## src/mpo_pkg.sv

```systemverilog
package mpo_pkg;
    // register offsets on the plain port
    localparam logic [3:0] ADDR_OUT_CTRL = 4'h0;
    localparam logic [3:0] ADDR_PROT_A   = 4'h1;
    localparam logic [3:0] ADDR_PROT_B   = 4'h2;
    localparam logic [3:0] ADDR_UNLOCK   = 4'h3;
    localparam logic [3:0] ADDR_POLARITY = 4'h4;
    // output control field positions
    localparam int OC_DIR_BIT   = 15;
    localparam int OC_EXP_LSB   = 12;
    localparam int OC_PWM_SYNC_SELECT_BIT = 11;
    localparam int OC_WSEL_LSB  = 8;
    localparam int OC_SYNC_LSB  = 6;
    // protect control a field positions
    localparam int PA_CNT_LSB   = 4;
    localparam int PA_STATE_BIT = 2;
    localparam int PA_RET_BIT   = 1;
    localparam int PA_EN_BIT    = 0;
    // protect control b field positions
    localparam int PB_MAN_BIT   = 7;
    localparam int PB_PER_BIT   = 6;
    localparam int PB_TMR_BIT   = 5;
    localparam int PB_STATE_BIT = 4;
    localparam int PB_MODE_LSB  = 2;
    localparam int PB_HALT_BIT  = 1;
    localparam int PB_EN_BIT    = 0;
    // unlock keys
    localparam logic [7:0] KEY_FIRST  = 8'h5a;
    localparam logic [7:0] KEY_SECOND = 8'ha5;
    // reset values
    localparam logic [15:0] RST_OUT_CTRL = 16'h0000;
    localparam logic [3:0]  RST_CNT      = 4'h1;
    // sampling period of the overload input
    localparam int SYS_CLK_MHZ   = 200;
    localparam int SAMPLE_NS     = 200;
    localparam int SAMPLE_CYCLES = (SAMPLE_NS * SYS_CLK_MHZ + 999) / 1000;
    localparam logic [7:0] SAMPLE_LAST = 8'(SAMPLE_CYCLES - 1);
    // update sync sources
    localparam logic [1:0] SYNC_NOW   = 2'h0;
    localparam logic [1:0] SYNC_POS   = 2'h1;
    localparam logic [1:0] SYNC_TMR1  = 2'h2;
    localparam logic [1:0] SYNC_TMR2  = 2'h3;
    // overload cut-off modes
    localparam logic [1:0] CUT_NONE   = 2'h0;
    localparam logic [1:0] CUT_ALL    = 2'h1;
    localparam logic [1:0] CUT_PWM    = 2'h2;
    localparam logic [1:0] CUT_UPLOW  = 2'h3;

    typedef enum logic [1:0] {
        UNL_IDLE,
        UNL_GOT1,
        UNL_OPEN
    } mpo_unlock_t;

    // event inputs from the timing logic
    typedef struct packed {
        logic pwm_wave;
        logic count_down;
        logic pos_detect;
        logic timer1;
        logic timer2;
        logic pwm_period;
    } mpo_evt_t;

    // six drive outputs, w v u
    typedef struct packed {
        logic [2:0] upper;
        logic [2:0] lower;
    } mpo_drive_t;

    typedef struct packed {
        logic [15:0] out_ctrl;
        logic [11:0] active;
        logic        pend;
        logic [1:0]  pol;
        logic        emg_en;
        logic        emg_state;
        logic        emg_prev;
        logic        emg_irq;
        logic [3:0]  cnt_sel;
        logic        man_ret;
        logic        per_ret;
        logic        tmr_ret;
        logic [1:0]  cut_mode;
        logic        halt_en;
        logic        ol_en;
        logic        ol_state;
        logic        ol_irq;
        logic [3:0]  low_cnt;
        logic [7:0]  tick;
        mpo_drive_t  snap;
        mpo_unlock_t unl;
        mpo_drive_t  drv;
        mpo_drive_t  drv_oe_n;
        logic        halt;
        logic [15:0] rdata;
        logic [1:0]  emg_sync;
        logic [1:0]  ol_sync;
    } mpo_state_t;
endpackage

```

## src/mpo_motor_output.sv

```systemverilog
`timescale 1ns/1ps
`default_nettype none
// Contract
// - read-only count direction in bit 15
// - expected position pattern bits 14..12
// - pwm sync select bit 11 (stored, but both settings use pwm_wave)
// - per-phase waveform select bits 10..8
// - update sync field bits 7..6
// - pwm output code decode
// - fixed level code decode
// - emergency falling edge tri-states, interrupts
// - emergency state bit reads one
// - emergency return only with input high
// - disable needs 5a then a5 keys
// - no emergency interrupt while disabled
// - emergency protection enabled after reset
// - overload entered on low input
// - three overload return methods
// - overload return only with input high
// - sample every 200 ns, count 1..15
// - two-bit cut-off mode selects outputs
// - upper/lower cut uses majority before overload
// - cut outputs sit inactive, but upper/lower mode turns one whole side on
// - no overload interrupt while disabled
// - halt counter during overload if set
// - manual return has priority
// - overload state bit readable
module mpo_motor_output (
    // clock and reset
    input  wire logic              i_clk,
    input  wire logic              i_arst_n,
    // register port
    input  wire logic [3:0]        i_addr,
    input  wire logic [15:0]       i_wdata,
    input  wire logic              i_wr,
    input  wire logic              i_rd,
    output logic      [15:0]       o_rdata,
    // timing logic events
    input  wire mpo_pkg::mpo_evt_t i_evt,
    // protective pins
    input  wire logic              i_emergency_stop_n,
    input  wire logic              i_overload_n,
    // inverter drive
    output mpo_pkg::mpo_drive_t    o_drive,
    output mpo_pkg::mpo_drive_t    o_drive_oe_n,
    // status to the system
    output logic                   o_emergency_irq,
    output logic                   o_overload_irq,
    output logic                   o_counter_halt
);
    import mpo_pkg::*;

    mpo_state_t r;
    mpo_state_t next_r;

    // one phase pair: returns {upper, lower} active-high on state
    function automatic logic [1:0] phase_on(input logic [1:0] code,
                                            input logic sel,
                                            input logic wave);
        logic [1:0] res;
        res = 2'b00;
        if (sel) begin
            unique case (code)
                2'b01:   res = {1'b0, wave};
                2'b10:   res = {wave, 1'b0};
                default: res = {wave, wave};
            endcase
        end else begin
            // fixed level decode
            // code gives active-low pin levels, so on-state is its inverse
            unique case (code)
                2'b00:   res = 2'b11;
                2'b01:   res = 2'b10;
                2'b10:   res = 2'b01;
                default: res = 2'b00;
            endcase
        end
        return res;
    endfunction

    // true when at least two bits of a phase triple are set
    function automatic logic two_plus(input logic [2:0] v);
        return (v[0] & v[1]) | (v[1] & v[2]) | (v[0] & v[2]);
    endfunction

    logic       wr_oc;
    logic       wr_pa;
    logic       wr_pb;
    logic       wr_ul;
    logic       emg_hi;
    logic       ol_hi;
    logic       upd;
    logic       ol_hit;
    logic       ol_ret;
    logic [1:0] pair;
    mpo_drive_t on;
    mpo_drive_t cut;

    always_comb begin
        next_r = r;
        wr_oc  = i_wr && (i_addr == ADDR_OUT_CTRL);
        wr_pa  = i_wr && (i_addr == ADDR_PROT_A);
        wr_pb  = i_wr && (i_addr == ADDR_PROT_B);
        wr_ul  = i_wr && (i_addr == ADDR_UNLOCK);
        pair   = 2'b00;
        on     = '0;
        cut    = '0;

        // pin synchronisers
        next_r.emg_sync = {r.emg_sync[0], i_emergency_stop_n};
        next_r.ol_sync  = {r.ol_sync[0], i_overload_n};
        emg_hi = r.emg_sync[1];
        ol_hi  = r.ol_sync[1];
        next_r.emg_prev = emg_hi;

        // output control register write
        if (wr_oc) begin
            next_r.out_ctrl[14:0] = i_wdata[14:0];
            next_r.pend = 1'b1;
        end
        next_r.out_ctrl[OC_DIR_BIT] = i_evt.count_down;

        unique case (r.out_ctrl[OC_SYNC_LSB +: 2])
            SYNC_NOW:  upd = 1'b1;
            SYNC_POS:  upd = i_evt.pos_detect;
            SYNC_TMR1: upd = i_evt.timer1;
            default:   upd = i_evt.timer2;
        endcase
        if (r.pend && upd) begin
            next_r.active = r.out_ctrl[11:0];
            next_r.pend   = wr_oc;
        end

        if (wr_ul) begin
            unique case (r.unl)
                UNL_IDLE: next_r.unl = (i_wdata[7:0] == KEY_FIRST)
                                       ? UNL_GOT1 : UNL_IDLE;
                UNL_GOT1: next_r.unl = (i_wdata[7:0] == KEY_SECOND)
                                       ? UNL_OPEN : UNL_IDLE;
                default:  next_r.unl = (i_wdata[7:0] == KEY_FIRST)
                                       ? UNL_GOT1 : UNL_IDLE;
            endcase
        end
        if (i_wr && i_addr == ADDR_POLARITY) begin
            next_r.pol = i_wdata[1:0];
        end

        if (wr_pa) begin
            next_r.cnt_sel = i_wdata[PA_CNT_LSB +: 4];
            if (i_wdata[PA_EN_BIT]) begin
                next_r.emg_en = 1'b1;
            end else if (r.unl == UNL_OPEN) begin
                next_r.emg_en = 1'b0;
                next_r.unl    = UNL_IDLE;
            end
            if (i_wdata[PA_RET_BIT] && emg_hi) begin
                next_r.emg_state = 1'b0;
            end
        end

        next_r.emg_irq = 1'b0;
        if (r.emg_en && r.emg_prev && !emg_hi) begin
            next_r.emg_state = 1'b1;
            next_r.emg_irq   = 1'b1;
        end

        if (wr_pb) begin
            next_r.man_ret  = i_wdata[PB_MAN_BIT];
            next_r.per_ret  = i_wdata[PB_PER_BIT];
            next_r.tmr_ret  = i_wdata[PB_TMR_BIT];
            next_r.cut_mode = i_wdata[PB_MODE_LSB +: 2];
            next_r.halt_en  = i_wdata[PB_HALT_BIT];
            next_r.ol_en    = i_wdata[PB_EN_BIT];
        end

        ol_hit = 1'b0;
        if (r.tick == SAMPLE_LAST) begin
            next_r.tick = '0;
            if (ol_hi) begin
                next_r.low_cnt = '0;
            end else if (r.low_cnt < r.cnt_sel) begin
                next_r.low_cnt = r.low_cnt + 4'h1;
                ol_hit = ((r.low_cnt + 4'h1) >= r.cnt_sel);
            end else begin
                ol_hit = 1'b1;
            end
        end else begin
            next_r.tick = r.tick + 8'h01;
        end

        // current turn-on state of each phase
        for (int p = 0; p < 3; p++) begin
            pair = phase_on(r.active[2*p +: 2], r.active[OC_WSEL_LSB + p],
                            r.out_ctrl[OC_PWM_SYNC_SELECT_BIT] ? i_evt.pwm_wave
                                                     : i_evt.pwm_wave);
            on.upper[p] = pair[1];
            on.lower[p] = pair[0];
        end

        ol_ret = ol_hi && (r.man_ret ||
                 (r.per_ret && i_evt.pwm_period) ||
                 (r.tmr_ret && i_evt.timer1));
        next_r.ol_irq = 1'b0;
        if (!r.ol_en) begin
            next_r.ol_state = 1'b0;
        end else if (!r.ol_state && ol_hit) begin
            next_r.ol_state = 1'b1;
            next_r.ol_irq   = 1'b1;
            next_r.snap     = on;
        end else if (r.ol_state && ol_ret) begin
            next_r.ol_state = 1'b0;
            if (r.man_ret && !wr_pb) begin
                next_r.man_ret = 1'b0;
            end
        end

        cut = on;
        if (r.ol_state) begin
            unique case (r.cut_mode)
                CUT_NONE: cut = on;
                CUT_ALL:  cut = '0;
                CUT_PWM: begin
                    for (int p = 0; p < 3; p++) begin
                        if (r.active[OC_WSEL_LSB + p]) begin
                            cut.upper[p] = 1'b0;
                            cut.lower[p] = 1'b0;
                        end
                    end
                end
                default: begin
                    if (two_plus(r.snap.upper)) begin
                        cut.upper = 3'b111;
                        cut.lower = 3'b000;
                    end else if (two_plus(r.snap.lower)) begin
                        cut.upper = 3'b000;
                        cut.lower = 3'b111;
                    end
                end
            endcase
        end

        next_r.drv.upper = r.pol[1] ? cut.upper : ~cut.upper;
        next_r.drv.lower = r.pol[0] ? cut.lower : ~cut.lower;
        next_r.drv_oe_n = (r.emg_state || next_r.emg_state) ? '1 : '0;
        next_r.halt = r.halt_en && r.ol_state;

        // read data one cycle later
        next_r.rdata = '0;
        if (i_rd) begin
            unique case (i_addr)
                ADDR_OUT_CTRL: next_r.rdata = r.out_ctrl;
                ADDR_PROT_A: next_r.rdata = {8'h00, r.cnt_sel, 1'b0,
                                 r.emg_state, 1'b0, r.emg_en};
                ADDR_PROT_B: next_r.rdata = {8'h00, r.man_ret, r.per_ret,
                                 r.tmr_ret, r.ol_state, r.cut_mode,
                                 r.halt_en, r.ol_en};
                ADDR_POLARITY: next_r.rdata = {14'h0000, r.pol};
                default: next_r.rdata = '0;
            endcase
        end
    end

    // state register
    always_ff @(posedge i_clk or negedge i_arst_n) begin
        if (!i_arst_n) begin
            r          <= '0;
            r.out_ctrl <= RST_OUT_CTRL;
            r.cnt_sel  <= RST_CNT;
            r.emg_en   <= 1'b1;
            r.unl      <= UNL_IDLE;
            r.drv      <= '1;
            r.emg_sync <= 2'b11;
            r.ol_sync  <= 2'b11;
            r.emg_prev <= 1'b1;
        end else begin
            r <= next_r;
        end
    end

    assign o_rdata         = r.rdata;
    assign o_drive         = r.drv;
    assign o_drive_oe_n    = r.drv_oe_n;
    assign o_emergency_irq = r.emg_irq;
    assign o_overload_irq  = r.ol_irq;
    assign o_counter_halt  = r.halt;
endmodule
`default_nettype wire

```

## config.mk

```make
export PLATFORM = sky130hd
export DESIGN_NAME = mpo_motor_output
export DESIGN_NICKNAME = d
export VERILOG_FILES = /design/src/mpo_pkg.sv /design/src/mpo_motor_output.sv
export SDC_FILE = /design/constraint.sdc
export NUM_CORES = 1
export LEC_CHECK = 0
export BUFFER_PORTS_ARGS = -buffer_cell sky130_fd_sc_hd__buf_2
export CAP_MARGIN = 20
export CORE_MARGIN = 3
export CORE_UTILIZATION = 25
export DETAILED_ROUTE_END_ITERATION = 7
export SLEW_MARGIN = 20
export SYNTH_ARGS = -nofsm -noshare
export SYNTH_HDL_FRONTEND = slang
export SYNTH_SLANG_ARGS = --single-unit
```

## constraint.sdc

```tcl
create_clock -name i_clk -period 6.05 [get_ports i_clk]
set_input_delay 0.9075 -clock i_clk [delete_from_list [all_inputs] [get_ports i_clk]]
set_output_delay 0.9075 -clock i_clk [all_outputs]
set_load 0.02 [all_outputs]
```

Yosys cells after proc, flatten, opt, wreduce, memory -nomap -nowiden
Index checks and enable logic that the tools add are counted.
{ "totals": {"ff_bits": 100, "out_inout_bits": 31, "wordCells": 157, "input_bits": 32} }
{ "classes": {"add_sub_neg": 2, "n_reduce_logical": 34, "bitwise": 12, "n_lt_le_gt_ge": 2, "n_mux": 56, "eq_ne": 20} }
{ "op_table": {"columns": ["operator", "count"], "rows": [
  ["16-bit case mux with 4 select lines", 1],
  ["1-bit two-way mux", 27],
  ["6-bit two-way mux", 4],
  ["2-bit two-way mux", 9],
  ["2-bit case mux with 3 select lines", 3],
  ["6-bit case mux with 3 select lines", 1],
  ["1-bit logical AND", 16],
  ["16-bit two-way mux", 1],
  ["2-bit by 1-bit == test with 1-bit output (second input constant)", 6],
  ["2-bit == test (second input constant)", 6],
  ["2-bit case mux with 2 select lines", 3],
  ["2-bit zero test", 5],
  ["8-bit by 1-bit adder with 8-bit output (second input constant)", 1],
  ["4-bit by 2-bit == test with 1-bit output (second input constant)", 2],
  ["8-bit by 6-bit == test with 1-bit output (second input constant)", 1],
  ["8-bit by 7-bit == test with 1-bit output (second input constant)", 1],
  ["8-bit == test (second input constant)", 1],
  ["4-bit two-way mux", 2],
  ["8-bit two-way mux", 1],
  ["7-bit two-way mux", 1],
  ["1-bit bitwise AND", 6],
  ["3-bit two-way mux", 2],
  ["3-bit inverter", 2],
  ["2-bit AND reduction", 3],
  ["other kinds (12)", 21]
]} }

Longest topological paths before layout
{ "logic_depth": {"word_depth": 9, "ltp_mapped": 7, "depth_no_buf": 7} }

Worst setup path after synthesis
Ideal clock, no wire load.
{ "synth_path": {"path_type": "reg2reg", "startpoint": "reg r[49] (netlist bit)", "endpoint": "reg r[35] (netlist bit)", "setup_ps": 125, "required_time_ps": 5925, "synth_period_minus_slack_ps": 2151, "path_stages_with_launch": 8, "path_buffers": 0, "slack_ps": 3899, "arrival_time_ps": 2026, "path_cell_list": "dfrtp_1 > ha_1 > ha_1 > a21boi_0 > o21a_1 > o21ai_0 > a31oi_4 > mux2_4"} }
{ "synth_via": {"elab_chain_cells": 7, "elab_cells_between_ends": 8, "cone_classes": "add/sub (1); order compare (2); mux (3); reduce/logical (2)"} }
{ "synth_lines": {"columns": ["item", "line_no", "rtl"], "rows": [
  ["from (decl)", "mpo_motor_output.sv:53", "mpo_state_t r;"],
  ["from (signal assigned)", "mpo_motor_output.sv:276", "r <= next_r;"],
  ["4-bit by 1-bit adder with 4-bit output", "mpo_motor_output.sv:183", "ol_hit = ((r.low_cnt + 4'h1) >= r.cnt_sel);"],
  ["4-bit >= comparator", "mpo_motor_output.sv:183", null],
  ["1-bit two-way mux *", "mpo_motor_output.sv:181", "end else if (r.low_cnt < r.cnt_sel) begin"],
  ["1-bit two-way mux *", "mpo_motor_output.sv:179", "if (ol_hi) begin"],
  ["1-bit two-way mux *", "mpo_motor_output.sv:177", "if (r.tick == SAMPLE_LAST) begin"],
  ["1-bit logical AND *", "mpo_motor_output.sv:206", "end else if (!r.ol_state && ol_hit) begin"],
  ["2-bit AND reduction (no line) *", null, null]
]} }
Mark *: on every way between the ends. The rest lies on a longest branch, timed or not.
A chain may end at the register's enable or synchronous reset.

Worst setup path after layout
{ "layout_path": {"startpoint": "reg r[49] (netlist bit)", "endpoint": "reg r[36] (netlist bit)"} }
Same word-level chain as after synthesis.

==> impl_metrics.tcl <==
set metrics [dict create \
    synthSimpleGateAreaFrac_pct 13.6 \
    syn_area_sq_mm 0.00468 \
    placed_cell_area_sq_mm 0.00502 \
    max-slew-margin-rel_pct 34.0 \
    grt_max_degree 81 \
    detail_route.iter0.violations 187 \
    synth_ff_type "dfrtp_1" \
    syn_nets 482 \
    htreeDepth 3 \
    final_common_cell "dfrtp_1" \
    syn_to_final_growth_pct 14.4 \
    synth_cell_type_count 55 \
    power_density_mw_per_mm2 373 \
    post_drt_wl_per_cell_um 14.4 \
    crit_chain "ha_1, ha_1, a21boi_0, o21a_1, o21ai_0, a31oi_4, mux2_4" \
    synth_top_area_share_pct 42.8 \
    synth_seq_cells 93 \
    tightest_slew_ps 982 \
    hold_class "register to register" \
    initial_core_util_pct 25.8 \
    synth_compound_area_share_pct 10.4 \
    cts_root_buf "clkbuf_16" \
    yosys_warnings 0 \
    hp-start "next_r[3]" \
    synth_fa_ha_area_share_pct 6.31 \
    criticalPathCategory "register to register" \
    diodes 0 \
    fin_tns_setup_ps 0 \
    setup_viol_count_final 0 \
    numCtsBuffers 9 \
    die_w_um 143 \
    worstPathRequired_ps 6270 \
    grt_pass1_wl_um 16500 \
    clock_sink_count 93 \
    vias 3173 \
    cts_tree "built" \
    wl_um 9990 \
    postCtsSetupBuffers 0 \
    layout_common_cells "dfrtp_1 (80), buf_2 (60), nand2_1 (31)" \
    row_count 49 \
    globalplace.congestion 0.834 \
    rsz0062_at_grt "false" \
    finish.instance_area_sq_mm 0.00535 \
    fmax_mhz 424 \
    period_needed_ps 2360 \
    synth_top_family_by_area "simple AND/OR/NAND/NOR gates" \
    reg2reg_to "r[36]" \
    cts_buffer_depth 2 \
    synth_xor_area_share_pct 2.43 \
    yosysSeqAreaShare_pct 50.1 \
    synthTopCellsByArea "dfrtp_1 (43%), dfstp_2 (7.3%), mux2_2 (6.3%)" \
    cts_hold_buf 0 \
    worstSkewPairLatency_ps 340 \
    syn_inst 428 \
    syn_area_per_cell_sq_um 10.9 \
    crit_path_top_delay_cell "dfrtp_1" \
    muxShareOfSynthArea_pct 9.78 \
    ir_worst_vdd_uv 179 \
    hold_viol 0 \
    antenna_found_initial 0 \
    cp.arrival_ps 2580 \
    endpoint_kind "register" \
    synth_largest_area_cell "dfrtp_1" \
    num_io_pins 63 \
    leakage_nw 2.45 \
    drive_above_1_share_pct 27.6 \
    grtUsageTotal_pct 10.2 \
    crit_top_cell "ha_1" \
    final_nets 516 \
    post-route-period-util_pct 39.0 \
    grt_pass1_vias 3256 \
    dieArea_sq_mm 0.0204 \
    synth-edff-count 0 \
    cpPeakStageDelay_ps 430 \
    worstSetupStartpoint "r[49]" \
    dp_hpwl_um 7450 \
    hold_end "emg_hi" \
    async_flop_share_pct 100 \
    ant_nets 0 \
    fin_skew_ps 11.4 \
    drc_errors 0 \
    ff2ff_setup_slack_ps 3690 \
    crit_fanout 8 \
    post_cts_resized 0 \
    finalMaxSlewViolations 0 \
    ff2ff_path_depth 7 \
    via_per_inst 4.56 \
    port-buffer-count 61 \
    outcome "finished clean" \
    whs_path_depth 0 \
    fp.coreArea_sq_mm 0.0181 \
    first_pass_iters 4 \
    overflow 0 \
    cts.clk_slew.worst_paths_ps 70 \
    startpoint_type "register" \
    r2r_start "r[49]" \
    drv_cap 0 \
    die_h_um 143 \
]
[per-stage QoR]
stage	setup WS (ps)	power [mW]	instances	hold slack (ps)	util, %
floorplan	3900	1.27	428	345	-
global placement	3400	1.37	680	348	27.7
detailed placement	3310	1.40	680	348	27.7
CTS	3650	2.03	696	358	29.5
global route	3520	2.14	696	364	29.5
finish	3690	2.00	696	357	29.5
[worst max-delay path: cells and delay by family (launching register included)]
kind	cells	cell delay [ps]
flops	1	430
fa+ha+maj	2	610
mux	1	350
compound gates	4	850
[area by class of cell]
cell class	count	area (sq um)
clock inverter	5	83.8
timing repair buffer	62	319
multi-input combinational	273	1990
tap	229	287
clock buffer	11	243
fill	1901	12800
inverter	23	86.3
sequential	93	2340
[worst max path at each step]
stage | slack [ps] | depth (start not counted) | end
floorplan | 3900 | 7 | r[35]
global placement | 3400 | 6 | o_rdata[8]
detailed placement | 3310 | 6 | o_rdata[9]
CTS | 3650 | 7 | r[35]
global route | 3520 | 6 | o_rdata[12]
finish | 3690 | 7 | r[36]
[metal layers]
layer | track usage [%] | wire length, um
met3 | 3.01 | 468
met4 | 2.65 | 39
met1 | 13.4 | 4710
met5 | 0 | 0
met2 | 16.4 | 4770
[registers in the layout, indices dropped and copies added (netlist names)]
| name | flops |
|---|---|
| ol_hi | 1 |
| o_overload_irq | 1 |
| o_drive | 6 |
| o_rdata | 16 |
| o_drive_oe_n | 1 |
| o_emergency_irq | 1 |
| o_counter_halt | 1 |
| next_r | 2 |
| emg_hi | 1 |
| r | 63 |
[synthesized netlist by cell type, types with 11 or more instances]
cell type,count
nor2_1,29
buf_4,28
dfstp_2,13
dfrtp_1,80
mux2_2,26
inv_1,23
ha_1,22
a21oi_1,13
nand3_1,11
mux2i_1,12
nand2_1,31
o21ai_0,24
[power by group]
group	switching [mW]	total (mW)	internal (mW)
Combinational	0.309	0.547	0.238
Sequential	0.0945	0.845	0.751
Clock	0.232	0.607	0.375
[cell families after synthesis]
logic type               count (synthesis)
AO/OA/AOI/OAI                           74
XOR/XNOR                                13
adder cells (fa/ha/maj)                 24
buffers and inverters                   62
flip-flops                              93
multiplexers                            41
AND/OR/NAND/NOR                        121
Note: power is estimated with default switching activity, not from simulation.
